`src/logic/rfc_pkg.sv`:
```
package rfc_pkg;

  // ----------------------------------------
  // Widths and encodings
  // ----------------------------------------
  localparam int          RFC_CNT_W     = 24;
  localparam logic [23:0] RFC_CNT_ZERO  = 24'h000000;
  localparam logic [23:0] RFC_CNT_ONES  = 24'hFFFFFF;
  localparam logic [23:0] RFC_CNT_ONE   = 24'h000001;
  localparam logic [23:0] RFC_MC_RST    = 24'h000000;
  localparam logic [23:0] RFC_TC_RST    = 24'h000000;
  localparam logic [1:0]  RFC_MODE_DC   = 2'h0;
  localparam logic [1:0]  RFC_MODE_AC   = 2'h1;
  localparam logic [1:0]  RFC_DIV_RST   = 2'h0;
  localparam logic [7:0]  RFC_DIVCNT_RST = 8'h00;

  // Phase of the converter
  typedef enum logic [1:0] {
    RFC_IDLE,
    RFC_REF,
    RFC_SEN_A,
    RFC_SEN_B
  } rfc_phase_t;

  // Event pulses, one bit per flag
  typedef struct packed {
    logic ref_done;
    logic sensor_a_done;
    logic sensor_b_done;
    logic meas_ovf;
    logic timebase_ovf;
  } rfc_evt_t;

  // Software preset writes for the measurement and time base counters
  typedef struct packed {
    logic        mc_wr;
    logic [23:0] mc_data;
    logic        tc_wr;
    logic [23:0] tc_data;
  } rfc_preset_t;

endpackage : rfc_pkg

```
`src/logic/rfc_ctrl.sv`:
```
`timescale 1ns/1ps
module rfc_ctrl
  import rfc_pkg::*;
#(
  parameter int DIV_W = 8                   // Width of operating clock divider
) (
  input  wire logic              clk,                  // System clock, 125 MHz
  input  wire logic              sys_rst,              // Async reset, active high
  input  wire logic              module_enable,        // Converter enable
  input  wire logic [1:0]        op_clock_source_sel,  // Operating clock source
  input  wire logic [1:0]        op_clock_divider_sel, // Operating clock divider
  input  wire logic              debug_run_en,         // Keep running in debug halt
  input  wire logic              cpu_debug_halt,       // Processor halted for debug
  input  wire logic [1:0]        osc_mode_sel,         // DC or AC drive
  input  wire logic              ext_clock_input_en,   // Count external pin
  input  wire logic              rc_osc_clock,         // RC oscillator output, async
  input  wire logic              osc_input_pin,        // External pulse pin, async
  input  wire logic              ref_trig_set,         // Pulse: start reference
  input  wire logic              sena_trig_set,        // Pulse: start sensor A
  input  wire logic              senb_trig_set,        // Pulse: start sensor B
  input  wire logic              trig_abort,           // Pulse: write 0 to trigger
  input  wire rfc_preset_t       preset,               // Counter preset writes
  input  wire rfc_evt_t          flag_clear,           // Write-one-to-clear strobes
  input  wire rfc_evt_t          irq_enable,           // Per-flag enables
  output logic                   ref_osc_trigger,      // Reference running
  output logic                   sensor_a_trigger,     // Sensor A running
  output logic                   sensor_b_trigger,     // Sensor B running
  output logic                   ref_resistor_pin,     // Drive reference element
  output logic                   sensor_a_pin,         // Drive sensor A
  output logic                   sensor_b_pin,         // Drive sensor B
  output logic                   osc_monitor_out_pin,  // Oscillation monitor
  output logic [RFC_CNT_W-1:0]   measurement_counter,  // Measurement count
  output logic [RFC_CNT_W-1:0]   timebase_counter,     // Time base count
  output rfc_evt_t               flags,                // Sticky event flags
  output logic                   irq                   // Interrupt request
);

  // ----------------------------------------
  // Input synchronisers
  // ----------------------------------------
  // Both pins idle low, so the reset value of each chain matches its pin
  logic [2:0] osc_sync;
  logic [2:0] pin_sync;
  logic       osc_count_clock;
  logic       osc_edge;

  // Third stage only serves the edge detector; first stage stays private
  always_ff @(posedge clk or posedge sys_rst)
  begin
    if (sys_rst)
    begin
      osc_sync <= 3'h0;
      pin_sync <= 3'h0;
    end
    else
    begin
      osc_sync <= {osc_sync[1:0], rc_osc_clock};
      pin_sync <= {pin_sync[1:0], osc_input_pin};
    end
  end

  // Source mux for the counted clock
  assign osc_count_clock = ext_clock_input_en ? pin_sync[1] : osc_sync[1];
  assign osc_edge = ext_clock_input_en ? (pin_sync[1] & ~pin_sync[2])
                                       : (osc_sync[1] & ~osc_sync[2]);

  // ----------------------------------------
  // Operating clock enable
  // ----------------------------------------
  logic [DIV_W-1:0] div_cnt;
  logic             clk_run;
  logic             timebase_op_clock;
  logic [DIV_W-1:0] div_mask;

  // Divider ratio 1,2,4,8 times source; source picks a base prescale
  function automatic logic [DIV_W-1:0] rfc_mask(input logic [1:0] src, input logic [1:0] dv);
    logic [3:0] sh;
    sh = {2'h0, src} + {2'h0, dv};
    rfc_mask = DIV_W'((1 << sh) - 1);
  endfunction : rfc_mask

  assign div_mask = rfc_mask(op_clock_source_sel, op_clock_divider_sel);
  assign clk_run  = module_enable & (debug_run_en | ~cpu_debug_halt);

  // Prescale keeps its phase through a halt instead of restarting
  always_ff @(posedge clk or posedge sys_rst)
  begin
    if (sys_rst)
      div_cnt <= '0;
    else if (!clk_run)
      div_cnt <= div_cnt;                   // Hold while gated, state kept
    else if ((div_cnt & div_mask) == div_mask)
      div_cnt <= '0;
    else
      div_cnt <= div_cnt + DIV_W'(1);
  end

  assign timebase_op_clock = clk_run & ((div_cnt & div_mask) == div_mask);

  // ----------------------------------------
  // Debug freeze
  // ----------------------------------------
  logic frozen;

  // Halt without run keeps counters and the monitor pin as the debugger left them
  assign frozen = cpu_debug_halt & ~debug_run_en;

  // ----------------------------------------
  // Phase control
  // ----------------------------------------
  rfc_phase_t phase;
  logic       mc_wrap;
  logic       tc_wrap;
  logic       tc_hit_zero;
  logic       mc_tick;
  logic       tc_tick;
  logic       sen_b_ok;
  logic       start_ok;

  // Phase is internal; software sees it through the trigger bits a cycle late
  // Oscillation edges also freeze in a gated debug halt
  assign mc_tick     = osc_edge & clk_run & (phase != RFC_IDLE);
  assign tc_tick     = timebase_op_clock & (phase != RFC_IDLE);
  assign mc_wrap     = mc_tick & (measurement_counter == RFC_CNT_ONES);
  assign tc_wrap     = tc_tick & (phase == RFC_REF) & (timebase_counter == RFC_CNT_ONES);
  // A sensor run from a zero time base ends on its first tick, never hangs
  assign tc_hit_zero = tc_tick & ((phase == RFC_SEN_A) | (phase == RFC_SEN_B))
                       & (timebase_counter <= RFC_CNT_ONE);
  // Sensor B exists only with DC drive
  assign sen_b_ok    = (osc_mode_sel == RFC_MODE_DC);
  // Starts need the operating clock, so a frozen halt refuses them
  assign start_ok    = clk_run & (phase == RFC_IDLE);

  // Start priority reference, A, B; a run ends on wrap, zero, abort or disable
  always_ff @(posedge clk or posedge sys_rst)
  begin
    if (sys_rst)
      phase <= RFC_IDLE;
    else
    begin
      case (phase)
        RFC_IDLE:
        begin
          if (start_ok && ref_trig_set)
            phase <= RFC_REF;
          else if (start_ok && sena_trig_set)
            phase <= RFC_SEN_A;
          else if (start_ok && senb_trig_set && sen_b_ok)
            phase <= RFC_SEN_B;
        end
        RFC_REF:
        begin
          if (trig_abort || !module_enable || mc_wrap || tc_wrap)
            phase <= RFC_IDLE;
        end
        default:
        begin
          if (trig_abort || !module_enable || mc_wrap || tc_hit_zero)
            phase <= RFC_IDLE;
        end
      endcase
    end
  end

  // ----------------------------------------
  // Measurement counter
  // ----------------------------------------
  // Sensor start clears the count; presets land only while idle and not frozen
  always_ff @(posedge clk or posedge sys_rst)
  begin
    if (sys_rst)
      measurement_counter <= RFC_MC_RST;
    else if (start_ok && !ref_trig_set &&
             (sena_trig_set || (senb_trig_set && sen_b_ok)))
      measurement_counter <= RFC_CNT_ZERO;
    else if (phase == RFC_IDLE && preset.mc_wr && !frozen)
      measurement_counter <= preset.mc_data;
    else if (mc_tick)
      measurement_counter <= measurement_counter + RFC_CNT_ONE;
  end

  // ----------------------------------------
  // Time base counter
  // ----------------------------------------
  // Stops at zero on the sensor end so the value stays meaningful
  // Decrement is blocked at zero, so a late tick cannot wrap the value
  always_ff @(posedge clk or posedge sys_rst)
  begin
    if (sys_rst)
      timebase_counter <= RFC_TC_RST;
    else if (phase == RFC_IDLE && preset.tc_wr && !frozen)
      timebase_counter <= preset.tc_data;
    else if (tc_tick && phase == RFC_REF)
      timebase_counter <= timebase_counter + RFC_CNT_ONE;
    else if (tc_tick && timebase_counter != RFC_CNT_ZERO)
      timebase_counter <= timebase_counter - RFC_CNT_ONE;
  end

  // ----------------------------------------
  // Event flags and interrupt
  // ----------------------------------------
  rfc_evt_t evt;

  // Events decoded from the wrap and zero conditions of the running phase
  always_comb
  begin
    evt               = '0;
    evt.ref_done      = (phase == RFC_REF) & mc_wrap;
    evt.timebase_ovf  = (phase == RFC_REF) & tc_wrap & ~mc_wrap;
    evt.sensor_a_done = (phase == RFC_SEN_A) & tc_hit_zero & ~mc_wrap;
    evt.sensor_b_done = (phase == RFC_SEN_B) & tc_hit_zero & ~mc_wrap;
    evt.meas_ovf      = (phase == RFC_SEN_A || phase == RFC_SEN_B) & mc_wrap;
  end

  // Set wins over a simultaneous clear so no event is lost
  always_ff @(posedge clk or posedge sys_rst)
  begin
    if (sys_rst)
      flags <= '0;
    else
      flags <= evt | (flags & ~flag_clear);
  end

  // Request uses the flag value being written, so it rises with the flag
  always_ff @(posedge clk or posedge sys_rst)
  begin
    if (sys_rst)
      irq <= 1'b0;
    else
      irq <= |((evt | (flags & ~flag_clear)) & irq_enable);
  end

  // ----------------------------------------
  // Trigger bits and pin drive
  // ----------------------------------------
  // Trigger bits trail the phase by one cycle, as software reads them
  always_ff @(posedge clk or posedge sys_rst)
  begin
    if (sys_rst)
    begin
      ref_osc_trigger  <= 1'b0;
      sensor_a_trigger <= 1'b0;
      sensor_b_trigger <= 1'b0;
    end
    else
    begin
      ref_osc_trigger  <= (phase == RFC_REF);
      sensor_a_trigger <= (phase == RFC_SEN_A);
      sensor_b_trigger <= (phase == RFC_SEN_B);
    end
  end

  // Element drive mirrors the triggers; only one element oscillates at a time
  always_ff @(posedge clk or posedge sys_rst)
  begin
    if (sys_rst)
    begin
      ref_resistor_pin <= 1'b0;
      sensor_a_pin     <= 1'b0;
      sensor_b_pin     <= 1'b0;
    end
    else
    begin
      ref_resistor_pin <= (phase == RFC_REF);
      sensor_a_pin     <= (phase == RFC_SEN_A);
      sensor_b_pin     <= (phase == RFC_SEN_B);
    end
  end

  // Monitor pin holds its level in a frozen halt; low outside a conversion
  always_ff @(posedge clk or posedge sys_rst)
  begin
    if (sys_rst)
      osc_monitor_out_pin <= 1'b0;
    else if (!frozen)
      osc_monitor_out_pin <= (phase != RFC_IDLE) & osc_count_clock;
  end

endmodule : rfc_ctrl

```
`config.mk`:
```
export PLATFORM = sky130hd
export DESIGN_NAME = rfc_ctrl
export DESIGN_NICKNAME = d
export VERILOG_FILES = /design/src/logic/rfc_pkg.sv /design/src/logic/rfc_ctrl.sv
export SDC_FILE = /design/constraint.sdc
export NUM_CORES = 1
export LEC_CHECK = 0
export ABC_AREA = 1
export BUFFER_PORTS_ARGS = -buffer_cell sky130_fd_sc_hd__buf_4
export CORE_ASPECT_RATIO = 0.75
export CORE_MARGIN = 2
export CORE_UTILIZATION = 58
export CTS_CLUSTER_DIAMETER = 50
export DETAILED_ROUTE_END_ITERATION = 12
export PLACE_DENSITY = 0.95
export SLEW_MARGIN = 20
export SYNTH_ARGS = -nofsm -noshare
export SYNTH_HDL_FRONTEND = slang
export SYNTH_SLANG_ARGS = --single-unit
```
`constraint.sdc`:
```
create_clock -name clk -period 4.14 [get_ports clk]
set_clock_uncertainty 0.15 [all_clocks]
set_input_delay 0.414 -clock clk [delete_from_list [all_inputs] [get_ports clk]]
set_output_delay 0.414 -clock clk [all_outputs]
set_load 0.03 [all_outputs]
```
After elaboration in Yosys (flattened, before gate mapping)
Cells that the tools add are included.
- $add $sub $neg: 6
- shift operators: 1
- reduce and logical (&&, ||, !) cells: 31
- $lt $le $gt $ge: 1
- equal/unequal tests: 8
- bitwise logic cells: 35
- mux-type cells: 15
- operator list (kind ; count):
    $mux 24 ; 6
    $add 24x1->24 const B ; 2
    $eq 24x24->1 const B ; 2
    $le 24x1->1 const B ; 1
    $reduce_bool 24->1 ; 1
    $sub 24x1->24 const B ; 1
    $and 1x1->1 ; 23
    $logic_and 1x1->1 ; 13
    $and 5x5->5 ; 2
    $mux 2 ; 5
    $reduce_bool 3->1 ; 3
    $add 8x1->8 const B ; 1
    $and 8x8->8 ; 1
    $eq 8x8->1 ; 1
    $mux 8 ; 1
    $shl 1x3->8 const A ; 1
    $sub 8x2->8 const B ; 1
    $logic_or 1x1->1 ; 6
    $not 1->1 ; 5
    $not 5->5 ; 1
    $or 5x5->5 ; 1
    $reduce_or 5->1 ; 1
    $eq 2x2->1 const B ; 2
    $logic_not 2->1 ; 2
    10 further kinds ; 14
- register bits: 74
- output and inout port bits: 61
- word-level logic and storage cells: 113

Depth between registers and ports, before layout
Gate-level depths: netlist of run 1.
- depth after elaboration: 14
- depth in mapped cells: 20
- depth with buffers taken out: 19

Least setup slack after synthesis of run 1
Ideal clock, no wire load.
- path kind: input to register
- from: in op_clock_source_sel[0]
- to: reg timebase_counter[2]
- stages on the path: 18
- buffers on the path: 2
- library setup time: 0.127 ns
- required time: 3.863 ns
- path slack: 1.253 ns
- arrival: 2.610 ns
- cell sequence: ha_1 -> inv_1 -> fa_1 -> buf_2 -> nand3_2 -> ha_1 -> or2_2 -> nand3_2 -> nor2_4 -> nand2_4 -> nor2_4 -> o21ai_2 -> nand2_2 -> inv_4 -> buf_6 -> nor2_1 -> nand2_1 -> o21ai_0
- word-level cells in the longest chain between the ends: 10
- elaborated cells on any way between the ends: 12
- RTL lines (element ; line ; text):
    start, declared ; rfc_ctrl.sv:10 ; input wire logic [1:0] op_clock_source_sel,
    $add 2x2->3 * ; rfc_ctrl.sv:78 ; sh = {2'h0, src} + {2'h0, dv};
    $shl 1x3->8 * ; rfc_ctrl.sv:79 ; rfc_mask = DIV_W'((1 << sh) - 1);
    $sub 8x2->8 * ; rfc_ctrl.sv:79 ;
    $and 8x8->8 ; rfc_ctrl.sv:98 ; assign timebase_op_clock = clk_run & ((div_cnt & div_mask) == div_mask);
    $eq 8x8->1 * ; rfc_ctrl.sv:98 ;
    $and 1x1->1 * ; rfc_ctrl.sv:98 ;
    $and 1x1->1 * ; rfc_ctrl.sv:123 ; assign tc_tick = timebase_op_clock & (phase != RFC_IDLE);
    $logic_and 1x1->1 ; rfc_ctrl.sv:193 ; else if (tc_tick && phase == RFC_REF)
    $mux 24 ; rfc_ctrl.sv:193 ;
    $mux 24 ; rfc_ctrl.sv:191 ; else if (phase == RFC_IDLE && preset.tc_wr && !frozen)
    end signal, assigned ; rfc_ctrl.sv:192 ; timebase_counter <= preset.tc_data;
    end signal, assigned ; rfc_ctrl.sv:194 ; timebase_counter <= timebase_counter + RFC_CNT_ONE;
    end signal, assigned ; rfc_ctrl.sv:196 ; timebase_counter <= timebase_counter - RFC_CNT_ONE;
    end, declared ; rfc_ctrl.sv:33 ; output logic [RFC_CNT_W-1:0] timebase_counter,
Every way passes the cells marked *; elsewhere a longest branch is shown, timed or not.
A chain may end at the register's enable or synchronous reset.

Worst setup path in the final report of run 1
Same ends and word-level chain as after synthesis.

==> results of run 1 <==
## layout make-up
cell class / count / area, um2 / share of cell area [%]
sequential: 73 / 1830 / 25.9
clock buffer: 9 / 225 / 3.19
multi-input combinational: 686 / 3360 / 47.6
clock inverter: 7 / 52.6 / 0.744
timing repair buffer: 143 / 1070 / 15.2
inverter: 95 / 359 / 5.09
tap: 132 / 165 / 2.34
## power by group through the flow
stage / clock, W / sequential, W / combinational, W
5_1_grt: 0.000774 / 0.00147 / 0.00295
3_3_place_gp: 0 / 0.00141 / 0.00257
3_5_place_dp: 0 / 0.00141 / 0.00263
2_1_floorplan: 0 / 0.00169 / 0.00156
6_report: 0.000744 / 0.00143 / 0.00268
4_1_cts: 0.000747 / 0.00141 / 0.00265
## logic make-up (layout without fill, tap and decap cells)
kind of cell	count (synthesis)	after routing	synth area share, %
and+or+nand+nor	537	537	39.8
buffers and inverters	126	254	9.49
AOI/OAI and AO/OA	88	88	8.64
DFF	73	73	31.9
xor gates and xnor gates	50	50	7.65
adders and majority gates	9	9	2.10
muxes	2	2	0.372
## synth_stat cells, types with 4 or more instances
library cell and n:
buf_4 4, buf_2 12, inv_1 91, o21ai_0 38
dfrtp_1 73, a21oi_1 10, nor3_1 10, o22ai_1 9
clkbuf_1 9, nand4_1 14, xnor2_1 4, or2_2 4
ha_1 8, nor2_1 172, nor3b_1 4, nand3_1 67
buf_6 5, nand2_1 242, xor2_1 46, o21ai_1 14
o211ai_1 11
## per-stage QoR
| step | cells | area (um2) | setup slack, ns | utilization (%) | total power, W |
|---|---|---|---|---|---|
| global route | 1145 | 7060 | 0.770 | 73.4 | 0.00520 |
| detailed placement | 1129 | 6780 | 0.658 | 70.5 | 0.00405 |
| CTS | 1145 | 7060 | 1.01 | 73.4 | 0.00481 |
| floorplan | 885 | 5720 | 1.25 | - | 0.00324 |
| finish | 1145 | 7060 | 0.970 | 73.4 | 0.00486 |
| global placement | 1129 | 6780 | 0.763 | 70.5 | 0.00398 |
## worst max-delay path, stage by stage
cell and delay (ns):
buf_4 0.08, ha_1 0.13, inv_1 0.05, fa_1 0.65, nand3_2 0.12, ha_1 0.29
or2_2 0.28, nand3_2 0.09, nor2_4 0.05, nand2_4 0.10, nor2_4 0.05, o21ai_2 0.05
nand2_2 0.23, inv_4 0.38, nor2_1 0.10, nand2_1 0.06, o21ai_0 0.08
## per-layer routing
layer / GRT usage, % / part of all wire (%)
met5: 0 / 0
met4: 8.53 / 2.3
met3: 7.36 / 12
met2: 45.2 / 42
met1: 47.5 / 43
## flip-flops by register name, indices dropped and copies added, names as in the netlist
name                 cells
sensor_b_pin             1
osc_monitor_out_pin      1
sensor_a_pin             1
measurement_counter     24
div_cnt                  7
phase                    2
osc_sync                 3
ref_resistor_pin         1
pin_sync                 3
flags                    5
timebase_counter        24
irq                      1
## final timing paths
check	from	slack (ns)	endpoint
min in group asynchronous	sys_rst	0.07	measurement_counter[0]
max in group asynchronous	sys_rst	2.96	div_cnt[6]
max	op_clock_source_sel[0]	0.97	timebase_counter[2]
min	rc_osc_clock	0.03	osc_sync[0]
min reg2reg	pin_sync[0]	0.21	pin_sync[1]
max reg2reg	timebase_counter[0]	1.59	phase[0]
==> metrics, run 1 <==
sequential element share of the synthesized area 31.9%; Syn Area/Cell 6.47 um2; Yosys top cell area share 31.9%; Sw Pwr 0.00252 W; number of buffers added for setup after CTS 0; Final min period 3.17 ns; Sum Neg Setup Slack 0 ns; CTS Buffer Depth 2; initial core utilization 59.5%; die area 10700 um2; Cell Int Power 0.00234 W; drt first pass iters 7; Reg power frac 29.5%; antenna viol nets, final 0; # IOs 139; Layout area overhead 23.4%; DR iter-0 viols 741; Vert. Die Dim 90.0 um; CTS tree built; P_leak 3.57 nW; Skew-Pair Late Insertion Delay 0.35 ns; Synth area leaders dfrtp_1 32%, nand2_1 16%, nor2_1 11%; crit path max fanout 36; Overflow after GRT 0; Yosys Warn Count 0; Max VDD drop 0.469 mV; final slew viol count 0; Vias 6355; Worst Hold Class primary input to flop; initial antenna violation count 0; top_reg_cell synth dfrtp_1; fin nets 1095; Mapped Area 5720 um2; Max Freq 315 MHz; clock net sink count 73; Finish-stage setup viols 0; Total GRT Usage 31.5%; Yosys cell types 40; wire per inst 14.6 um; Comb power frac 55.2%; Placer Congestion 0.983; Die Wd 119 um; PD cells 688 nW/um2; Least-Margin Pin Slew 0.776 ns; Switching Share 51.8%; global-route wire length before repair 27700 um; IO Port Bufs 138; Critical Path RT 4.20 ns; # resized after CTS 0; Post-Synthesis Cells 885; CORE AREA 9620 um2; drt total wl 16700 um; # rows 31; CTS clk-pin slew, worst paths 0.06 ns; largest net degree at the start of global routing 48; worst hold margin 0.0303 ns; # fillers 801; vias per cell 5.55; CP Capture Type flop; status finished, final reports clean; WS Path Type primary input to flop; vias in the first global route 5656; syn_nets 972; Antenna diodes 0; RSZ-0062 raised after global routing false; Slew headroom 48.2%; EDFF count, synth 0; final hold vios 0; CTS buffer count 9; critical path arrival 3.23 ns; hold buffer count at cts 0; final worst path period share 76.6%; Critical Path Start Type primary input; area leader, netlist dfrtp_1; power share of the clock group 15.3%; #FFs+latches synth 73; htree depth 3; most common cell after layout, fill and taps aside nand2_1; Final HPWL DP 12200 um; Worst R2R Path Depth 13; number of remaining DRC errors 0; most frequent cells in the layout 242 x nand2_1, 172 x nor2_1, 143 x buf_4; Async SR Flop Fraction 100%; clock root buffer clkbuf_16; max-cap viol count 0; worst hold stages 1; share of layout cells above drive strength 1 18.5%
(Power assumes the default switching activity.)
==> inputs of run 2 (changes only) <==
- CORE_UTILIZATION: 58 -> 55
- PLACE_DENSITY: 0.95 -> 0.93
- clock period: 4.14 -> 3.3 ns (I/O delays scaled with it)
==> metrics, run 2 (synthesis results as in run 1) <==
largest registers ranked by flip-flop count measurement_counter: 24 flops, timebase_counter: 24 flops, div_cnt: 7 flops; Critical Path RT 3.36 ns; CTS buffer count 9; vias per cell 5.48; Overflow after GRT 0; WS Path Type primary input to flop; Sum Neg Setup Slack 0 ns; initial core utilization 56.1%; PD cells 869 nW/um2; global-route wire length before repair 28200 um; crit path max fanout 36; CTS tree built; Max Freq 353 MHz; Critical Path Start Type primary input; slowest stage delay, CP 0.63 ns; clock root buffer clkbuf_16; drt first pass iters 5; final slew viol count 0; area of the multi-input gates 3360 um2; number of remaining DRC errors 0; die area 11200 um2; Slew headroom 63.8%; initial antenna violation count 0; most common cell after layout, fill and taps aside nand2_1; wire per inst 15.1 um; Layout area overhead 25.5%; Vias 6331; CTS Buffer Depth 2; Antenna diodes 0; final worst path period share 85.9%; Vert. Die Dim 92.3 um; # fillers 836; Final HPWL DP 13100 um; CTS clk-pin slew, worst paths 0.06 ns; # IOs 139; status finished, final reports clean; max-cap viol count 0; fin nets 1103; CORE AREA 10200 um2; register area 1830 um2; CP Cell Sequence buf_4 > ha_1 > inv_1 > fa_1 > nand3_2 > ha_1 > or2_2 > nand3_2 > nor2_4 > nand2_4 > nor2_4 > o21ai_2 > nand2_2 > inv_4 > nor2_1 > nand2_1 > o21ai_0; # rows 32; Slowest-stage cell, CP fa_1; Crit path max-delay family adder cells; Final min period 2.83 ns; Placer Congestion 0.949; clock net sink count 73; drt total wl 17500 um; Die Wd 122 um; Least-Margin Pin Slew 0.543 ns; Skew-Pair Late Insertion Delay 0.34 ns; share of layout cells above drive strength 1 18.7%; CP Capture Type flop; RSZ-0062 raised after global routing false; final hold vios 0; Total GRT Usage 31.7%; vias in the first global route 5825; CP Buf/Inv Count 3; Total Power 0.00624 W; # resized after CTS 0; antenna viol nets, final 0; Max VDD drop 0.482 mV; largest net degree at the start of global routing 42; htree depth 3; most frequent cells in the layout 242 x nand2_1, 172 x nor2_1, 147 x buf_4; DR iter-0 viols 659; P_leak 3.63 nW; Finish-stage setup viols 0; IO Port Bufs 138; critical path arrival 2.89 ns; Worst Hold Class primary input to flop
run 2: changes by cell type in the layout (fill, tap and decap cells not counted), moves of 3 or more:
cell	before	now
buf_4	143	147
clkbuf_8	0	4
dlygate4sd3_1	0	3
inv_6	3	0
run 2: layout make-up:
class                      count  share of cell area (%)
clock buffer                  13                    3.90
clock inverter                 2                   0.488
inverter                      95                    5.00
multi-input combinational    686                    46.8
sequential                    73                    25.4
tap                          136                    2.37
timing repair buffer         151                    16.1
run 2: worst paths after layout:
path | start | endpoint | slack, ns | cells after the start
worst max-delay path | op_clock_source_sel[0] | timebase_counter[2] | 0.47 | 17
worst min-delay path | irq_enable[0] | irq | 0.06 | 3
worst max register to register | phase[1] | measurement_counter[13] | 0.69 | 11
worst min register to register | osc_sync[0] | osc_sync[1] | 0.20 | 0
max in group asynchronous | sys_rst | timebase_counter[22] | 1.85 | 4
min in group asynchronous | sys_rst | measurement_counter[1] | 0.33 | 3
run 2: timing repair:
item | in CTS | in global routing
endpoints found under the hold margin | 12 | 0
hold buffers | 3 | 0
setup buffers | 0 | 0
run 2: routing by layer:
| layer | share of wire, % | track usage (%) | wire, um |
|---|---|---|---|
| met5 | 0 | 0 | 0 |
| met4 | 3.2 | 12.3 | 554 |
| met3 | 8.6 | 7.76 | 1500 |
| met2 | 43 | 46.8 | 7590 |
| met1 | 45 | 44.8 | 7830 |
run 2: power by group:
group	internal [W]	switching, W	leakage [nW]
clock	0.000663	0.000376	0.158
sequential	0.00123	0.000561	0.924
combinational	0.00121	0.00220	2.55
total	0.00310	0.00314	3.63
run 2: tightest hold or removal path, stage by stage:
cell	delay (ns)
buf_4	0.07
nand2_1	0.04
nand3_1	0.07
run 2: metrics by stage:
stage	cell area [um2]	cells	hold slack, ns	util, %	setup WS [ns]
6_report	7180	1156	0.0587	70.4	0.467
5_1_grt	7180	1156	0.0619	70.4	0.250
4_1_cts	7180	1156	0.0607	70.4	0.441
3_5_place_dp	6840	1138	0.130	67.0	0.128
3_3_place_gp	6840	1138	0.133	67.0	0.221
2_1_floorplan	5720	885	0.181	-	0.497
